### src/rtl/tfs_pkg.sv
/*
  Constants, types and byte-layout table for the track format sequencer.
  Assumes a single 20 MHz clock and a controller with an 8-port I/O window.
*/
package tfs_pkg;

  // ==========================================================================
  // Port window
  localparam logic [2:0] CMD_OFF      = 3'h0;
  localparam logic [2:0] DATA_OFF     = 3'h3;
  localparam logic [1:0] SERIAL_PAIR  = 2'h3;
  localparam logic [4:0] BASE_LOW     = 5'h00;

  // ==========================================================================
  // Layout figures
  localparam logic [7:0] SECTORS      = 8'h1A;
  localparam logic [7:0] FIRST_SECT   = 8'h01;
  localparam logic [7:0] TRACK_MAX    = 8'h4C;
  localparam logic [7:0] FILL_DEFAULT = 8'hE5;
  localparam logic [7:0] MARK_LO      = 8'hF5;
  localparam logic [7:0] MARK_HI      = 8'hFE;
  localparam logic [7:0] GAP_FM       = 8'hFF;
  localparam logic [7:0] GAP_MFM      = 8'h4E;
  localparam logic [7:0] IDX_MARK     = 8'hFC;
  localparam logic [7:0] SYNC_MFM     = 8'hF6;
  localparam logic [4:0] FM_FIRST     = 5'h03;
  localparam logic [4:0] FM_LAST      = 5'h10;
  localparam logic [4:0] MFM_FIRST    = 5'h04;
  localparam logic [4:0] MFM_LAST     = 5'h13;
  localparam int         FIFO_DEPTH   = 8;
  localparam int         BYTE_W       = 8;

  // ==========================================================================
  // Types
  typedef enum logic [2:0] {
    S_IDLE = 3'b001,
    S_CMD  = 3'b010,
    S_RUN  = 3'b100
  } tfs_state_t;

  typedef enum logic [2:0] {
    K_CONST = 3'h0,
    K_TRACK = 3'h1,
    K_SIDE  = 3'h2,
    K_SECT  = 3'h3,
    K_DATA  = 3'h4
  } tfs_kind_t;

  typedef struct packed {
    logic [8:0] len;
    tfs_kind_t  kind;
    logic [7:0] val;
  } tfs_seg_t;

  // ==========================================================================
  // Segment table, preamble then one sector record
  function automatic tfs_seg_t tfs_seg(input logic mfm, input logic [4:0] idx);
    tfs_seg_t s;
    s = '{9'h001, K_CONST, 8'hFF};
    if (!mfm) begin
      case (idx)
        5'h00:   s = '{9'h028, K_CONST, 8'hFF};
        5'h01:   s = '{9'h006, K_CONST, 8'h00};
        5'h02:   s = '{9'h001, K_CONST, 8'hFC};
        5'h03:   s = '{9'h01A, K_CONST, 8'hFF};
        5'h04:   s = '{9'h006, K_CONST, 8'h00};
        5'h05:   s = '{9'h001, K_CONST, 8'hFE};
        5'h06:   s = '{9'h001, K_TRACK, 8'h00};
        5'h07:   s = '{9'h001, K_SIDE,  8'h00};
        5'h08:   s = '{9'h001, K_SECT,  8'h00};
        5'h09:   s = '{9'h001, K_CONST, 8'h00};
        5'h0A:   s = '{9'h001, K_CONST, 8'hF7};
        5'h0B:   s = '{9'h00B, K_CONST, 8'hFF};
        5'h0C:   s = '{9'h006, K_CONST, 8'h00};
        5'h0D:   s = '{9'h001, K_CONST, 8'hFB};
        5'h0E:   s = '{9'h080, K_DATA,  8'h00};
        5'h0F:   s = '{9'h001, K_CONST, 8'hF7};
        default: s = '{9'h01B, K_CONST, 8'hFF};
      endcase
    end else begin
      case (idx)
        5'h00:   s = '{9'h050, K_CONST, 8'h4E};
        5'h01:   s = '{9'h00C, K_CONST, 8'h00};
        5'h02:   s = '{9'h003, K_CONST, 8'hF6};
        5'h03:   s = '{9'h001, K_CONST, 8'hFC};
        5'h04:   s = '{9'h032, K_CONST, 8'h4E};
        5'h05:   s = '{9'h00C, K_CONST, 8'h00};
        5'h06:   s = '{9'h003, K_CONST, 8'hF5};
        5'h07:   s = '{9'h001, K_CONST, 8'hFE};
        5'h08:   s = '{9'h001, K_TRACK, 8'h00};
        5'h09:   s = '{9'h001, K_SIDE,  8'h00};
        5'h0A:   s = '{9'h001, K_SECT,  8'h00};
        5'h0B:   s = '{9'h001, K_CONST, 8'h01};
        5'h0C:   s = '{9'h001, K_CONST, 8'hF7};
        5'h0D:   s = '{9'h016, K_CONST, 8'h4E};
        5'h0E:   s = '{9'h00C, K_CONST, 8'h00};
        5'h0F:   s = '{9'h003, K_CONST, 8'hF5};
        5'h10:   s = '{9'h001, K_CONST, 8'hFB};
        5'h11:   s = '{9'h100, K_DATA,  8'h00};
        5'h12:   s = '{9'h001, K_CONST, 8'hF7};
        default: s = '{9'h036, K_CONST, 8'h4E};
      endcase
    end
    return s;
  endfunction : tfs_seg

  function automatic logic tfs_is_mark(input logic [7:0] b);
    return (b >= MARK_LO) && (b <= MARK_HI);
  endfunction : tfs_is_mark

  // Returns {window hit, serial pair}
  function automatic logic [1:0] tfs_port_sel(input logic [7:0] addr,
                                              input logic [2:0] base);
    logic hit;
    hit = (addr[7:5] == base) && (addr[4:3] == 2'h0);
    return {hit, hit && (addr[2:1] == SERIAL_PAIR)};
  endfunction : tfs_port_sel

endpackage : tfs_pkg

### src/rtl/tfs_stream_if.sv
/*
  Byte stream carrier between the sequencer's generator and its FIFO.
  Assumes both ends share one clock.
*/
interface tfs_stream_if #(parameter int W = 8);
  logic         valid;
  logic         ready;
  logic [W-1:0] data;
  modport src (output valid, output data, input ready);
  modport snk (input valid, input data, output ready);
endinterface : tfs_stream_if

### src/rtl/tfs_fifo.sv
/*
  Synchronous FIFO, valid/ready on both sides, with synchronous clear.
  Assumes DEPTH is a power of two.
*/
module tfs_fifo #(
  parameter int W     = 8,
  parameter int DEPTH = 8
) (
  input  wire logic         clk,
  input  wire logic         rst,
  input  wire logic         clr,
  tfs_stream_if.snk         up,
  output logic              out_valid,
  input  wire logic         out_ready,
  output logic [W-1:0]      out_data
);
  localparam int AW = $clog2(DEPTH);

  // ==========================================================================
  // Pointers
  logic [AW:0]  wp_q;
  logic [AW:0]  wp_d;
  logic [AW:0]  rp_q;
  logic [AW:0]  rp_d;
  logic [W-1:0] mem_q [DEPTH];
  logic         full;
  logic         empty;
  logic         push;
  logic         pop;

  assign full      = (wp_q[AW] != rp_q[AW]) && (wp_q[AW-1:0] == rp_q[AW-1:0]);
  assign empty     = (wp_q == rp_q);
  assign up.ready  = !full;
  assign out_valid = !empty;
  assign out_data  = mem_q[rp_q[AW-1:0]];
  assign push      = up.valid && !full;
  assign pop       = out_ready && !empty;

  always_comb begin
    wp_d = wp_q;
    rp_d = rp_q;
    if (clr) begin
      wp_d = '0;
      rp_d = '0;
    end else begin
      if (push) begin
        wp_d = wp_q + 1'b1;
      end
      if (pop) begin
        rp_d = rp_q + 1'b1;
      end
    end
  end

  always_ff @(posedge clk or posedge rst) begin
    if (rst) begin
      wp_q <= '0;
      rp_q <= '0;
    end else begin
      wp_q <= wp_d;
      rp_q <= rp_d;
    end
  end

  // Storage needs no reset, empty flag hides it
  always_ff @(posedge clk) begin
    if (push && !clr) begin
      mem_q[wp_q[AW-1:0]] <= up.data;
    end
  end

endmodule : tfs_fifo

### src/rtl/tfs_sequencer.sv
/*
  Track format byte sequencer: issues the track-write command, then answers
  each data request of the disk controller with the next layout byte.
  Assumes the controller's request and interrupt lines are synchronous to clk.
*/
module tfs_sequencer #(
  parameter logic [7:0] WT_CMD = 8'hF0
) (
  input  wire logic       clk,
  input  wire logic       rst,
  input  wire logic       start,
  input  wire logic       mfm,
  input  wire logic [7:0] track,
  input  wire logic       side,
  input  wire logic [7:0] fill,
  input  wire logic [2:0] base_sel,
  input  wire logic       drq,
  input  wire logic       intrq,
  output logic [7:0]      io_addr,
  output logic [7:0]      io_dout,
  output logic            io_doe,
  output logic            io_wr,
  output logic            busy,
  output logic            done
);

  // ==========================================================================
  // Declarations
  tfs_pkg::tfs_state_t st_q;
  tfs_pkg::tfs_state_t st_d;
  logic                mfm_q;
  logic                mfm_d;
  logic [7:0]          track_q;
  logic [7:0]          track_d;
  logic                side_q;
  logic                side_d;
  logic [7:0]          fill_q;
  logic [7:0]          fill_d;
  logic [4:0]          seg_q;
  logic [4:0]          seg_d;
  logic [8:0]          cnt_q;
  logic [8:0]          cnt_d;
  logic [7:0]          sect_q;
  logic [7:0]          sect_d;
  logic                tail_q;
  logic                tail_d;
  logic                wait_q;
  logic                wait_d;
  logic                io_wr_q;
  logic                io_wr_d;
  logic [7:0]          io_addr_q;
  logic [7:0]          io_addr_d;
  logic [7:0]          io_dout_q;
  logic [7:0]          io_dout_d;
  logic                done_q;
  logic                done_d;
  tfs_pkg::tfs_seg_t   seg;
  logic [7:0]          gen_byte;
  logic                push;
  logic                send;
  logic [4:0]          first_idx;
  logic [4:0]          last_idx;
  logic [7:0]          data_addr;
  logic                q_valid;
  logic [7:0]          q_data;

  tfs_stream_if #(.W(tfs_pkg::BYTE_W)) gen_if ();

  // ==========================================================================
  // Byte generator
  assign seg       = tfs_pkg::tfs_seg(mfm_q, seg_q);
  assign first_idx = mfm_q ? tfs_pkg::MFM_FIRST : tfs_pkg::FM_FIRST;
  assign last_idx  = mfm_q ? tfs_pkg::MFM_LAST : tfs_pkg::FM_LAST;

  always_comb begin
    gen_byte = seg.val;
    if (tail_q) begin
      gen_byte = mfm_q ? tfs_pkg::GAP_MFM : tfs_pkg::GAP_FM;
    end else begin
      case (seg.kind)
        tfs_pkg::K_TRACK: gen_byte = track_q;
        tfs_pkg::K_SIDE:  gen_byte = {7'h00, side_q};
        tfs_pkg::K_SECT:  gen_byte = sect_q;
        tfs_pkg::K_DATA:  gen_byte = fill_q;
        default:          gen_byte = seg.val;
      endcase
    end
  end

  assign gen_if.valid = (st_q == tfs_pkg::S_RUN) && !intrq;
  assign gen_if.data  = gen_byte;
  assign push         = gen_if.valid && gen_if.ready;

  // ==========================================================================
  // Eight-word FIFO between generator and request servicing
  tfs_fifo #(
    .W     (tfs_pkg::BYTE_W),
    .DEPTH (tfs_pkg::FIFO_DEPTH)
  ) u_fifo (
    .clk       (clk),
    .rst       (rst),
    .clr       (st_q != tfs_pkg::S_RUN),
    .up        (gen_if),
    .out_valid (q_valid),
    .out_ready (send),
    .out_data  (q_data)
  );

  // ==========================================================================
  // Port window
  // base on 32-port boundary
  assign data_addr = {base_sel, tfs_pkg::BASE_LOW} | {5'h00, tfs_pkg::DATA_OFF};
  // one write per request; wait for request to drop before the next
  assign send = (st_q == tfs_pkg::S_RUN) && drq && q_valid && !wait_q && !intrq
              && (tfs_pkg::tfs_port_sel(data_addr, base_sel) == 2'b10);

  // ==========================================================================
  // Control and sequencing
  always_comb begin
    st_d      = st_q;
    mfm_d     = mfm_q;
    track_d   = track_q;
    side_d    = side_q;
    fill_d    = fill_q;
    seg_d     = seg_q;
    cnt_d     = cnt_q;
    sect_d    = sect_q;
    tail_d    = tail_q;
    wait_d    = send || (wait_q && drq);
    io_wr_d   = send;
    io_addr_d = io_addr_q;
    io_dout_d = io_dout_q;
    done_d    = 1'b0;
    if (send) begin
      io_addr_d = data_addr;
      io_dout_d = q_data;
    end
    case (st_q)
      tfs_pkg::S_IDLE: begin
        wait_d = 1'b0;
        if (start) begin
          st_d    = tfs_pkg::S_CMD;
          mfm_d   = mfm;
          // track capped at the last cylinder
          track_d = (track > tfs_pkg::TRACK_MAX) ? tfs_pkg::TRACK_MAX : track;
          side_d  = side;
          // mark codes kept out of the data field
          fill_d  = tfs_pkg::tfs_is_mark(fill) ? tfs_pkg::FILL_DEFAULT : fill;
          seg_d   = 5'h00;
          cnt_d   = 9'h000;
          sect_d  = tfs_pkg::FIRST_SECT;
          tail_d  = 1'b0;
        end
      end
      tfs_pkg::S_CMD: begin
        io_wr_d   = 1'b1;
        io_addr_d = {base_sel, tfs_pkg::BASE_LOW} | {5'h00, tfs_pkg::CMD_OFF};
        io_dout_d = WT_CMD;
        st_d      = tfs_pkg::S_RUN;
      end
      tfs_pkg::S_RUN: begin
        if (intrq) begin
          st_d   = tfs_pkg::S_IDLE;
          done_d = 1'b1;
        end else if (push && !tail_q) begin
          if (cnt_q == 9'(seg.len - 9'h001)) begin
            cnt_d = 9'h000;
            if (seg_q == last_idx) begin
              if (sect_q == tfs_pkg::SECTORS) begin
                tail_d = 1'b1;
              end else begin
                sect_d = sect_q + 8'h01;
                seg_d  = first_idx;
              end
            end else begin
              seg_d = seg_q + 5'h01;
            end
          end else begin
            cnt_d = cnt_q + 9'h001;
          end
        end
      end
      default: begin
        st_d = tfs_pkg::S_IDLE;
      end
    endcase
  end

  always_ff @(posedge clk or posedge rst) begin
    if (rst) begin
      st_q      <= tfs_pkg::S_IDLE;
      mfm_q     <= 1'b0;
      track_q   <= 8'h00;
      side_q    <= 1'b0;
      fill_q    <= tfs_pkg::FILL_DEFAULT;
      seg_q     <= 5'h00;
      cnt_q     <= 9'h000;
      sect_q    <= tfs_pkg::FIRST_SECT;
      tail_q    <= 1'b0;
      wait_q    <= 1'b0;
      io_wr_q   <= 1'b0;
      io_addr_q <= 8'h00;
      io_dout_q <= 8'h00;
      done_q    <= 1'b0;
    end else begin
      st_q      <= st_d;
      mfm_q     <= mfm_d;
      track_q   <= track_d;
      side_q    <= side_d;
      fill_q    <= fill_d;
      seg_q     <= seg_d;
      cnt_q     <= cnt_d;
      sect_q    <= sect_d;
      tail_q    <= tail_d;
      wait_q    <= wait_d;
      io_wr_q   <= io_wr_d;
      io_addr_q <= io_addr_d;
      io_dout_q <= io_dout_d;
      done_q    <= done_d;
    end
  end

  assign io_wr   = io_wr_q;
  assign io_doe  = io_wr_q;
  assign io_addr = io_addr_q;
  assign io_dout = io_dout_q;
  assign busy    = (st_q != tfs_pkg::S_IDLE);
  assign done    = done_q;

  logic data_wr;
  assign data_wr = io_wr_q && (io_addr_q[2:0] == tfs_pkg::DATA_OFF);
endmodule : tfs_sequencer

### config.mk
export PLATFORM = sky130hd
export DESIGN_NAME = tfs_sequencer
export DESIGN_NICKNAME = d
export VERILOG_FILES = /design/src/rtl/tfs_pkg.sv /design/src/rtl/tfs_stream_if.sv /design/src/rtl/tfs_fifo.sv /design/src/rtl/tfs_sequencer.sv
export SDC_FILE = /design/constraint.sdc
export NUM_CORES = 1
export LEC_CHECK = 0
export BUFFER_PORTS_ARGS = -buffer_cell sky130_fd_sc_hd__buf_2
export CAP_MARGIN = 25
export CORE_MARGIN = 8
export CORE_UTILIZATION = 40
export DETAILED_ROUTE_END_ITERATION = 7
export PLACE_DENSITY = 0.68
export SLEW_MARGIN = 20
export SYNTH_ARGS = -nofsm -noshare
export SYNTH_HDL_FRONTEND = slang
export SYNTH_SLANG_ARGS = --single-unit
### constraint.sdc
create_clock -name clk -period 5.9 [get_ports clk]
set_clock_uncertainty 0.15 [all_clocks]
set_input_delay 1.18 -clock clk [delete_from_list [all_inputs] [get_ports clk]]
set_output_delay 1.18 -clock clk [all_outputs]
set_load 0.01 [all_outputs]
# After elaboration in Yosys (flattened, before gate mapping)
# Memories as Yosys holds them, arrays and structs flattened.
# Index checks and enable logic that the tools add are counted.
[classes]
addsub = 6
magnitude_cmp = 3
n_eq_ne = 24
n_mux = 52
reduce_logical = 29
[op_table]
columns = ["op", "n"]
rows = [
  ["$mux 8", 14],
  ["$mux 20", 2],
  ["$mux 9", 4],
  ["$pmux 8 s4", 1],
  ["$mux 5", 6],
  ["$pmux 9 s2", 1],
  ["$mux 4", 4],
  ["$pmux 8 s2", 1],
  ["$reduce_and 7->1", 2],
  ["$logic_and 1x1->1", 12],
  ["$mux 1", 12],
  ["$pmux 5 s2", 1],
  ["$add 9x1->9 const B", 1],
  ["$eq 3x2->1 const B", 3],
  ["$eq 9x9->1", 1],
  ["$mux 3", 3],
  ["$pmux 3 s3", 1],
  ["$sub 9x1->9 const B", 1],
  ["$add 4x1->4 const B", 2],
  ["$add 8x1->8 const B", 1],
  ["$eq 8x5->1 const B", 1],
  ["$ge 8x8->1 const B", 1],
  ["$gt 8x7->1 const B", 1],
  ["$le 8x8->1 const B", 1],
  ["other kinds (19)", 37],
]
[word_totals]
regBits = 71
ram_bits = 64
romBits = 896
input_bits = 26
out_inout_bits = 20
wordCells = 133
memories = 3
[mem_list]
columns = ["name", "words", "width", "read_ports", "rd_ports_with_merged_regs", "write_ports", "line", "rtl"]
rows = [
  ["(no name shown)", 32, 19, 1, 0, 0, "tfs_pkg.sv:81", "case (idx)"],
  ["(no name shown)", 16, 18, 1, 0, 0, "tfs_pkg.sv:61", "case (idx)"],
  ["u_fifo.mem_q", 8, 8, 1, 0, 1, "tfs_fifo.sv:25", "logic [W-1:0] mem_q [DEPTH];"],
]

# Depth between registers and ports, before layout
# Gate-level depths: netlist (run 1).
# An unclocked memory read counts as a cell.
[depth]
depth_word = 9
ltp_mapped = 18
mapped_depth_nobuf = 15

# Hierarchy
# Synthesis (run 1) repeated with hierarchy kept, for this count alone.
[unflattened]
hier_cells = 678
area_unflattened_um2 = 7379.6
[by_module_without_submodules]
columns = ["mod", "n_inst", "cells_per_inst", "area_per_inst_um2", "seq_area_each_um2"]
rows = [
  ["tfs_sequencer", 1, 506, 4265.3, 1485.2],
  ["tfs_fifo", 1, 172, 3114.2, 2122.0],
]

# Worst setup path before layout (run 1)
# Ideal clock, no wire load.
[synth_timing]
kind = "flip-flop to flip-flop"
start = "register seg_q[0]"
end = "register seg_q[0]"
t_arrival_ps = 3497
required_time_ps = 5625
setup_slack_ps = 2128
stages_incl_launch_ff = 17
period_less_slack_ps = 3772
cell_sequence = "dfrtp_1 clkbuf_1 inv_1 ha_1 buf_6 and3_4 a211o_2 nand2_2 nor2_1 ha_1 xnor2_1 a2111oi_0 nand4_1 a21o_4 nor3_1 o21ai_1 mux2_2"
[synth_between]
elab_chain_cells = 7
word_cells_on_any_way = 16
classes_between = "add/sub (2); eq/ne (4); mux (7); reduce/logical (1); memory (2)"
[synth_lines]
columns = ["element", "line", "rtl"]
rows = [
  ["from (decl)", "tfs_sequencer.sv:39", "logic [4:0] seg_q;"],
  ["from (signal assigned)", "tfs_sequencer.sv:211", "seg_q <= seg_d;"],
  ["$mem_v2 16x18", "-", ""],
  ["$mux 20", "tfs_pkg.sv:61", ""],
  ["$mux 20", "tfs_pkg.sv:60", "if (!mfm) begin"],
  ["$sub 9x1->9", "tfs_sequencer.sv:166", "if (cnt_q == 9'(seg.len - 9'h001)) begin"],
  ["$eq 9x9->1", "tfs_sequencer.sv:166", ""],
  ["$ne 2x1->1 (no line)", "-", ""],
  ["$reduce_and 6->1 (no line)", "-", ""],
]
# Several ways; a longest one is shown, not always the timed one. The select of a mux whose other input is x is not followed.
# A chain may end at the register's enable or synchronous reset.

# Worst setup path after layout (run 1)
[layout_timing]
start = "register seg_q[0]"
end = "register sect_q[7]"
[layout_between]
elab_chain_cells = 7
word_cells_on_any_way = 10
classes_between = "add/sub (1); eq/ne (4); mux (2); reduce/logical (1); memory (2)"
[layout_lines]
columns = ["element", "line", "rtl"]
rows = [
  ["$mem_v2 16x18", "-", ""],
  ["$mux 20", "tfs_pkg.sv:61", ""],
  ["$mux 20", "tfs_pkg.sv:60", ""],
  ["$sub 9x1->9", "tfs_sequencer.sv:166", ""],
  ["$eq 9x9->1", "tfs_sequencer.sv:166", ""],
  ["$ne 2x1->1 (no line)", "-", ""],
  ["$reduce_and 7->1 (no line) *", "-", ""],
  ["to (signal assigned)", "tfs_sequencer.sv:198", "sect_q <= tfs_pkg::FIRST_SECT;"],
  ["to (signal assigned)", "tfs_sequencer.sv:213", "sect_q <= sect_d;"],
  ["to (decl)", "tfs_sequencer.sv:43", "logic [7:0] sect_q;"],
]
# Every way passes the cells marked *; elsewhere a longest branch is shown, timed or not.

==> results.md, run 1 <==
- The worst pin sits at a relative slew slack of 31.95%.
- The number of buffers created by CTS is 17.
- The data required time of the critical path is around 6000 ps.
- The final route contains between 5000 and 6000 vias.
- For this design the ratio of total power to cell area is roughly 350 nW/um^2.
- The cell count after synthesis came out at roughly 660.
- The number of antenna violations at the first check in global routing is 0.
- Buffers placed on the I/O ports in this run total between 40 and 50.
- The count of placed standard cells including taps is about 900.
- Clock-pin slew was measured on the worst setup and hold paths at roughly 60 ps.
- The critical path in this run is classified as flop to flop.
- The number of nets at the end of the flow is 736.
- For the worst setup path, the data arrival time is approximately 4500 ps.
- Once detailed placement completed, the half-perimeter wirelength came to 11580 um.
- The synthesized area divided by synthesized cell count is about 11 sq um.
- Entering global routing, the biggest net connects 68 pins.
- The number of synthesized flops with an enable pin is between 60 and 70.
- The final critical path takes up approximately 72% of the cycle.
- The share of the Yosys chip area taken by registers is between 40% and 50%.
- The cell type with the highest aggregate area in the netlist is edfxtp_1.
- The most frequent cell after synthesis is nand2_1.
- The routability congestion estimate is 0.8735.
- For the pin with the worst max-slew slack, the measured transition is 1018 ps.
- Setup violations remaining at the end of the flow were counted as 0.
- The post-detailed-route count of antenna-violating nets is 0.
- The initial detailed-routing violation count is 460.
- The final routed DRC violation total is 0.
- The largest fanout on the critical path is 13.
- Measured along the x axis, the die boundary spans 151.2 um.
- The design draws approximately 2900 uW.
- In the final timing run, aggregate negative setup slack is 0 ps.
- The number of levels in the clock H-tree is 4.
- The overall die height is about 150 um.
- The wire length of the first global-routing pass is approximately 27000 um.
- The first-pass iteration count of the detailed router is 5.
- STA classifies the critical path startpoint as a flop.
- The routed design has roughly 17000 um of wire.
- Summed over all layers, the global routing overflow is 0.
- The CTS sink count is roughly 130.
- The layout cell share with drive strength beyond 1 is 21.92%.
- The flow ran to the end, and the final reports show no timing, DRC or antenna violations.
- Pin placement for this block handled 46 I/O pins.
- The longest clock path from root to sink contains 2 buffers.
- For this design the static power due to leakage is approximately 0.0031 uW.
- The core region area is between 15000 and 20000 sq um.
- Across every metal layer, demand over resource in global routing totals between 15 and 20%.
- The TritonCTS clock tree is yes.
- The via count of the first global-routing pass is approximately 5200.
- VDD sags by at most between 0.2 and 0.25 mV.
- Once layout is complete, the cells apart from fillers number about 940.
- The share of the synthesized area in the top cell type is 26.29%.
- The cell sitting at the root of the clock tree is a clkbuf_16.
- The number of antenna diodes in the final layout is 0.
- Counting the fill cells in the layout gives around 1600.
- The average wire per cell in the routed design is between 15 and 20 um.
- The number of synthesis warnings is 0.
- Ranked by total cell area, the synthesized netlist is headed by edfxtp_1 26%, dfrtp_1 21%, mux4_2 4.9%, nand2_1 4.2%, mux2i_1 2.9%.
- After synthesis the cells add up to roughly 7300 sq um.
- After detailed placement, the total cell area comes to approximately 7600 sq um.
- In this run, synthesis produced a sequential element count of between 100 and 150.
- The synthesis-to-finish area growth is 12.74%.
- The later-pin clock latency in the skew report is approximately 420 ps.
- The number of max-cap violations is 0.
- The vias per cell is roughly 5.6.
- For this design, the CTS-stage hold fixing added 0 buffers.
- After routing the design area is between 8000 and 9000 sq um.
- The initial utilization of the core area, before any placement, comes to between 40% and 50%.
- The maximum achievable frequency is approximately 230 MHz.
- The final-report hold violation count is 0.
- The predominant post-synthesis flop cell is edfxtp_1.
- STA classifies the critical path endpoint as a flop.
- The number of different library cells used by synthesis comes to just under 90.
- Gates resized during post-CTS repair numbered 0.
- After layout, the minimum clock period comes to 4261 ps.
- Once the clock tree was built, the setup fixing pass inserted 0 buffers.
- The proportion of synthesized flip-flops having asynchronous set or reset is 51.15%.
- By count the netlist is led by 81 x nand2_1, 64 x edfxtp_1, 60 x dfrtp_1.
- Row generation in the floorplan step produced 49 rows.
- The die footprint is approximately 23000 sq um.
- The count of final max-slew check failures is 0.
- Setup repair after global routing left no endpoint under its margin.
- The class of the worst hold path is flop to flop.
-- routing by layer --
layer,part of all wire (%),global-route usage (%),up-vias
met4,2.5,6.333,0
met3,4.5,3.137,25
met2,46,23.51,166
met5,0,0,-
li1,-,-,2513
met1,47,21.12,2540
-- cells by family (layout without fill, tap and decap cells) --
logic type,count (synthesis),in the layout,share of synthesized area [%]
AND/OR/NAND/NOR,241,241,17.29
AO/OA/AOI/OAI,145,145,13.92
flip-flops,131,131,49.35
buffers and inverters,58,101,4.485
multiplexers,48,48,9.534
XOR/XNOR,22,22,2.636
adder cells (fa/ha/maj),16,16,2.739
other,1,3,0.05130
-- through the flow --
step                utilization (%)  setup WS [ps]  hold WS (ps)
floorplan                         -           2128         282.4
global placement              42.46           1884         300.8
detailed placement            42.46           1731         305.1
CTS                           45.83           1706         313.6
global route                  45.87           1308         336.5
finish                        45.87           1639         308.5
-- final timing paths --
kind	startpoint	endpoint	slack [ps]	cells past startpoint
worst max-delay path	seg_q[0]	sect_q[7]	1640	14
worst min-delay path	fill_q[2]	fill_q[2]	310	2
worst max register to register	seg_q[0]	sect_q[7]	1640	14
worst min register to register	fill_q[2]	fill_q[2]	310	2
max in group asynchronous	rst	sect_q[5]	4160	3
min in group asynchronous	rst	cnt_q[6]	860	3
-- flip-flops by register name, indices dropped and copies added (netlist names) --
name,flops
u_fifo.mem_q,64
cnt_q,9
fill_q,8
io_dout,8
sect_q,8
track_q,8
seg_q,5
io_addr,4
u_fifo.rp_q,4
u_fifo.wp_q,4
st_q,3
done,1
io_doe,1
mfm_q,1
side_q,1
tail_q,1
wait_q,1
-- final cells by class --
cell class                      count  area [sq um]  area share, %
Tap cell                          229         286.5          3.477
Sequential cell                   131          3607          43.77
Timing Repair Buffer               53         292.8          3.553
Multi-Input combinational cell    475          3388          41.12
Inverter                           16         60.06         0.7288
Clock inverter                     14         176.4          2.141
Clock buffer                       18         429.2          5.208
-- layout by cell type, fill, tap and decap left out, types with 11 or more instances in the layout --
cell type   n
a21oi_1    41
buf_2      42
buf_4      11
clkbuf_16  17
dfrtp_1    60
edfxtp_1   64
ha_1       16
inv_1      14
mux2i_1    21
mux4_2     16
nand2_1    81
nand2b_1   12
nand3_1    12
nand4_1    12
nor2_1     49
nor3_1     16
o21ai_0    26
xnor2_1    12
-- power by group --
group / leakage [uW] / internal, uW / switching, uW / total [uW]
Sequential: 0.00143 / 1120 / 71.6 / 1190
Clock: 0.000287 / 670 / 409 / 1080
Combinational: 0.00142 / 241 / 396 / 637
Total: 0.00313 / 2030 / 877 / 2910
-- critical path, cell delays in order (launching register included) --
cell and delay, ps:
dfrtp_1 610, inv_1 210, ha_1 490, and3_4 270, a211o_2 280, nand2_2 80, nor2_1 70, ha_1 310
xnor2_1 130, a2111oi_0 300, nand4_1 180, a21oi_1 290, nand4_1 200, or4_1 450, a21oi_1 150
Power figures use the tool's default switching activity.
==> inputs of run 2 (changes only) <==
==> constraint.sdc (replaced) <==
create_clock -name clk -period 3.92 [get_ports clk]
set_clock_uncertainty 0.15 [all_clocks]
set_input_delay 0.784 -clock clk [delete_from_list [all_inputs] [get_ports clk]]
set_output_delay 0.784 -clock clk [all_outputs]
set_load 0.01 [all_outputs]
==> results.md, run 2 (synthesis results as in run 1) <==
- The sequential share of power is 39.5% (-1.5 points).
- The internal power of the cells came to 3178 uW (+57%).
- The first-pass iteration count of the detailed router was 5 (unchanged).
- The worst setup path is launched from a flop.
- From synthesis to final layout, the design area changed by 16.66%.
- The number of cells upsized or downsized after cts is 0 (unchanged).
- The post-detailed-route count of antenna-violating nets was 0 (unchanged).
- The total leakage power is 0.003300 uW (+5.4%).
- The count of placed standard cells including taps was 934 (+3.4%).
- The routability congestion estimate is 0.8983 (+2.8%).
- The vias per cell came to 5.510 (-1.6%).
- The top cell types in the final layout, fill and taps aside, are 81 x nand2_1, 64 x edfxtp_1, 59 x dfrtp_1.
- The final-report setup violation count was 0 (unchanged).
- The effective utilization at floorplan came to 40.69% (unchanged).
- The CTS sink count is 131 (unchanged).
- The count of placed standard cells in the final layout, fillers left out was 966 (+3.2%).
- The post-CTS repair timing setup buffer count is 0 (unchanged).
- The global-route usage over all layers is 15.86% (+0.40 points).
- The data required time of the critical path is 4110 ps (-1980 ps).
- The width of the chip was 151.2 um (unchanged).
- The accumulated negative setup slack was 0 ps (unchanged).
- The final routed DRC violation total is 0 (unchanged).
- The count of final max-slew check failures is 0 (unchanged).
- The power per unit of standard cell area is 527.4 nW/um^2 (+49%).
- The min-delay analysis places its worst path in the category input pin to asynchronous set/reset pin.
- The pin count of the biggest net entering global routing is 41 (-40%).
- The run finished with clean final reports.
- The count of buffers from port buffering is 42 (unchanged).
- The number of nets at the end of the flow is 766 (+4.1%).
- The arrival time reported for the critical path endpoint is 3820 ps (-640 ps).
- The number of buffers inserted by hold repair at cts is 0 (unchanged).
- The layout cell share with drive strength beyond 1 is 25.51% (+3.6 points).
- The number of ports placed on the die boundary is 46 (unchanged).
- The number of levels in the clock H-tree is 4 (unchanged).
- The critical path is of the flop to flop type.
- The net switching power is 1319 uW (+50%).
- The transition time at the pin with the least slew margin is 916.1 ps (-101.5 ps).
- The headroom to the max-slew limit is 38.28% (+6.3 points).
- The total routed wirelength is 16890 um (+0.31%).
- The number of diodes added for antenna fixing was 0 (unchanged).
- The maximum achievable frequency came to 275.5 MHz (+17%).
- The final critical-path required period is 3630 ps (-631.0 ps).
- The final-report hold violation count was 0 (unchanged).
- The peak supply drop is 0.4334 mV (+82%).
- Setup repair after global routing left no endpoint under its margin.
- The number of placement rows came to 49 (unchanged).
- The worst path buffer plus inverter count is 1 (unchanged).
- The number of antenna violations at the first check in global routing is 0 (unchanged).
- The relative contribution of the clock network to total power was 37.6% (+0.5 points).
- The element type at the critical path end is a flop.
- The average wire per cell in the routed design is 17.48 um (-2.8%).
- The clock tree root driver cell is clkbuf_16.
- The post-route fraction of the period consumed by the critical path is 92.59% (+20 points).
- The number of max-cap violations is 0 (unchanged).
- The leftover overflow at the end of global routing is 0 (unchanged).
- The core region area is 17960 sq um (unchanged).
- The wire length of the first global-routing pass came to 28130 um (+2.7%).
- The count of filler cells inserted in the layout came to 1620 (-0.74%).
- The die footprint is 22860 sq um (unchanged).
- The relative contribution of combinational cells to total power is 22.9% (+1.0 points).
- Walking the worst path, the cells encountered are inv_1 > ha_1 > and3_4 > a211o_2 > nand2_2 > nor2_1 > ha_1 > xnor2_1 > a2111oi_1 > nand4_1 > a21oi_2 > nand4_1 > or4_1 > a21oi_1.
- Leaving out fill and tap cells, the most frequent cell in the layout is nand2_1.
- The later-pin clock latency in the skew report is 420 ps (about the same).
- The number of buffers created by CTS is 17 (unchanged).
- The largest stage delay on the critical path is 440 ps (-170 ps).
- The initial detailed-routing violation count is 498 (+8.3%).
- The switching power share of the total is 29.34% (-0.82 points).
- The number of buffers on the longest clock path was 2 (unchanged).
- The clock transition at the register clock pins on the worst setup and hold paths after CTS is 60 ps (about the same).
- The slowest library cell on the worst path is dfrtp_2.
- The largest fanout on the critical path is 8 (-5).
- The overall power of the completed layout is 4497 uW (+55%).
- The total number of vias is 5323 (+1.5%).
- The HPWL after detailed placement is 12310 um (+6.3%).
- The flip-flop count of the largest register, all copies and words added is 64 (unchanged).
- The via count of the first global-routing pass is 5294 (+2.6%).
- The overall die height was 151.2 um (unchanged).
- TritonCTS built the clock tree.
- Grouping stages by cell kind, the critical path spends the most delay in simple AND/OR/NAND/NOR gates.
run 2: path summary, 6_finish.rpt:
check	from	endpoint	slack, ps	cells past startpoint
setup reg to reg	seg_q[0]	sect_q[7]	290	14
hold / removal	rst	done	300	2
hold reg to reg	fill_q[2]	fill_q[2]	310	2
min in group clk	fill_q[2]	fill_q[2]	310	2
setup / recovery	seg_q[0]	sect_q[7]	290	14
max in group asynchronous	rst	fill_q[2]	2610	3
run 2: area by class of cell:
cell class	count	area [sq um]	area share, %
timing repair buffer	83	543.0	6.368
tap	229	286.5	3.360
multi-input combinational	475	3396	39.82
clock buffer	19	432.9	5.077
sequential	131	3608	42.32
clock inverter	13	200.2	2.348
inverter	16	60.06	0.7043
run 2: worst register-to-register path, delay by kind of cell (launching register included):
family,cells,cell delay (ps)
AND/OR/NAND/NOR,6,1160
AO/OA/AOI/OAI,4,940
adder cells (fa/ha/maj),2,630
flip-flops,1,440
XOR/XNOR,1,140
buffers and inverters,1,80
run 2: power groups by stage:
stage | clock network (uW) | logic [uW] | registers, uW
floorplan | 0 | 686 | 1810
global placement | 0 | 1030 | 1800
detailed placement | 0 | 1040 | 1800
CTS | 1720 | 1040 | 1780
global route | 1790 | 1150 | 1800
finish | 1690 | 1030 | 1780
run 2: stage by stage:
stage,hold slack [ps],util (%),cell area [sq um],setup slack [ps]
2_1_floorplan,282.4,-,7317,148.2
3_3_place_gp,299.9,43.90,7885,323.0
3_5_place_dp,301.5,43.90,7885,173.6
4_1_cts,306.0,47.42,8518,108.9
5_1_grt,329.6,47.47,8527,22.71
6_report,301.8,47.47,8527,290.5
run 2: routing by layer:
metal	global-route usage (%)	part of all wire, %	vias up
met5	0	0	-
met2	24.76	46	158
met4	6.729	2.1	0
met1	21.32	46	2572
met3	2.779	5.3	27
li1	-	-	2566
==> inputs of run 3 (changes only) <==
==> constraint.sdc (replaced) <==
create_clock -name clk -period 4.5 [get_ports clk]
set_clock_uncertainty 0.15 [all_clocks]
set_input_delay 0.9 -clock clk [delete_from_list [all_inputs] [get_ports clk]]
set_output_delay 0.9 -clock clk [all_outputs]
set_load 0.01 [all_outputs]
==> results.md, run 3 (synthesis results as in run 1) <==
- The placed standard-cell area came to 7680 sq um (-2.6%).
- The accumulated negative setup slack was 0 ps (unchanged).
- The number of cells upsized or downsized after cts is 0 (unchanged).
- The final-report hold violation count is 0 (unchanged).
- The worst path setup slack after routing is 325.3 ps (+34.87 ps).
- The wire length of the first global-routing pass was 27460 um (-2.4%).
- The initial detailed-routing violation count is 470 (-5.6%).
- The power per unit of standard cell area came to 454.6 nW/um^2 (-14%).
- The number of antenna violations at the first check in global routing was 0 (unchanged).
- The via count of the first global-routing pass came to 5155 (-2.6%).
- The vias per cell was 5.542 (+0.58%).
- The width of the chip is 151.2 um (unchanged).
- The worst reg-to-reg setup slack is 330 ps (+30 ps).
- The number of max-cap violations came to 0 (unchanged).
- The first-pass iteration count of the detailed router is 6 (+1).
- The startpoint class of the critical path is a flop.
- The number of levels in the clock H-tree was 4 (unchanged).
- The arrival time reported for the critical path endpoint is 4360 ps (+540 ps).
- The average wire per cell in the routed design is 18.02 um (+3.1%).
- The number of buffers inserted by hold repair at cts came to 0 (unchanged).
- The logic depth of the worst register-to-register path is 14 (unchanged).
- The worst slack after detailed placement was 389.2 ps (+215.6 ps).
- The maximum achievable frequency is 239.5 MHz (-13%).
- Leaving out fill and tap cells, the most frequent cell in the layout is nand2_1.
- The HPWL after detailed placement came to 11800 um (-4.1%).
- The clock tree root driver cell is clkbuf_16.
- The signal on the critical path passes through inv_1 > ha_1 > and3_4 > a211o_2 > nand2_2 > nor2_1 > ha_1 > xnor2_1 > a2111oi_0 > nand4_1 > a21oi_1 > and3_1 > and2b_4 > mux2i_1.
- The count of buffers from port buffering is 42 (unchanged).
- The effective utilization at floorplan is 40.69% (unchanged).
- The global-route usage over all layers was 15.56% (-0.30 points).
- The headroom to the max-slew limit is 33.19% (-5.1 points).
- The worst hold path passes through 2 cells.
- The die footprint is 22860 sq um (unchanged).
- The number of placement rows is 49 (unchanged).
- The worst flop-to-flop path startpoint is seg_q[1].
- The core region area was 17960 sq um (unchanged).
- The number of buffers created by CTS is 17 (unchanged).
- The later-pin clock latency in the skew report was 420 ps (about the same).
- The total routed wirelength is 16970 um (+0.50%).
- The top cell types in the final layout, fill and taps aside, are 81 x nand2_1, 64 x edfxtp_1, 60 x dfrtp_1.
- The total number of vias is 5221 (-1.9%).
- The worst setup path is captured at a flop.
- The number of diodes added for antenna fixing was 0 (unchanged).
- The final-report setup violation count is 0 (unchanged).
- The final routed DRC violation total is 0 (unchanged).
- The flow ran to the end, and the final reports show no timing, DRC or antenna violations.
- The largest fanout on the critical path is 10 (+2).
- The peak supply drop is 0.2801 mV (-35%).
- The number of nets at the end of the flow was 742 (-3.1%).
- Among all stages on the critical path, the largest delay is contributed by dfrtp_1.
- The pin count of the biggest net entering global routing is 43 (+4.9%).
- Setup repair after global routing left no endpoint under its margin.
- The overall die height was 151.2 um (unchanged).
- The total leakage power is 0.003155 uW (-4.4%).
- The clock transition at the register clock pins on the worst setup and hold paths after CTS came to 60 ps (about the same).
- The final standard cell area without fillers is 8262 sq um (-3.1%).
- The count of filler cells inserted in the layout is 1620 (unchanged).
- The final critical-path required period is 4175 ps (+545.1 ps).
- In this run the critical register-to-register path is captured at sect_q[0].
- The hold path endpoint is fill_q[2].
- The hold path startpoint is fill_q[2].
- The class of the most critical setup path is flop to flop.
- The routability congestion estimate is 0.8794 (-2.1%).
- The largest stage delay on the critical path is 520 ps (+80 ps).
- The tightest min-delay check is of the flop to flop type.
- The number of buffers on the longest clock path came to 2 (unchanged).
- The count of final max-slew check failures is 0 (unchanged).
- The post-detailed-route count of antenna-violating nets is 0 (unchanged).
- The number of ports placed on the die boundary is 46 (unchanged).
- The post-CTS repair timing setup buffer count came to 0 (unchanged).
- The data required time of the critical path is 4690 ps (+580 ps).
- The TritonCTS clock tree is yes.
- The transition time at the pin with the least slew margin was 991.7 ps (+75.57 ps).
- The synthesis-to-finish area growth is 13.03%.
- The flip-flop count of the largest register, all copies and words added came to 64 (unchanged).
- The CTS sink count was 131 (unchanged).
- The leftover overflow at the end of global routing is 0 (unchanged).
- The cell that appears most often on the critical path is ha_1.
- The post-route fraction of the period consumed by the critical path is 92.77% (+0.18 points).
- The layout cell share with drive strength beyond 1 is 22.58% (-2.9 points).
run 3: layer usage:
| layer | global-route usage (%) | vias up | part of all wire (%) |
|---|---|---|---|
| met5 | 0 | - | 0 |
| met4 | 6.630 | 0 | 2.3 |
| met3 | 3.406 | 17 | 4.8 |
| met2 | 24.16 | 159 | 47 |
| met1 | 20.61 | 2525 | 46 |
| li1 | - | 2520 | - |
run 3: critical path, delay by kind of cell, from the launching register on:
family,cells,cell delay [ps]
xor+xnor,1,140
fa+ha+maj,2,780
flops,1,520
buf+inv,1,240
mux,1,210
simple gates,6,1180
compound gates,3,860
run 3: final cells by class:
class                   count  area [sq um]  area share, %
multi-input cells         475          3388          41.01
clock buffers              18         429.2          5.195
flip-flops and latches    131          3607          43.66
clock inverters            14         152.6          1.848
inverters                  16         60.06         0.7269
repair buffers             59         337.8          4.089
well taps                 229         286.5          3.468
run 3: worst max-delay path by stage:
stage	slack, ps	from	to
floorplan	730	seg_q[0]	seg_q[0]
global placement	550	seg_q[1]	sect_q[7]
CTS	370	seg_q[1]	sect_q[0]
finish	330	seg_q[1]	sect_q[0]
global route	50	seg_q[1]	sect_q[0]
detailed placement	390	seg_q[1]	sect_q[0]
run 3: power breakdown:
part | internal (uW) | total (uW) | leakage [uW] | switching (uW)
clock network | 822 | 1350 | 0.000281 | 531
logic | 322 | 847 | 0.00145 | 524
registers | 1470 | 1550 | 0.00143 | 87.6
total | 2610 | 3760 | 0.00316 | 1140
run 3: metrics by stage:
| step | util [%] | hold WS [ps] | power (uW) | cells |
|---|---|---|---|---|
| 2_1_floorplan | - | 282.4 | 2173 | 664 |
| 4_1_cts | 45.99 | 316.1 | 3795 | 942 |
| 3_3_place_gp | 42.75 | 297.5 | 2419 | 910 |
| 5_1_grt | 45.99 | 341.0 | 3953 | 942 |
| 3_5_place_dp | 42.75 | 305.9 | 2430 | 910 |
| 6_report | 45.99 | 311.1 | 3756 | 942 |
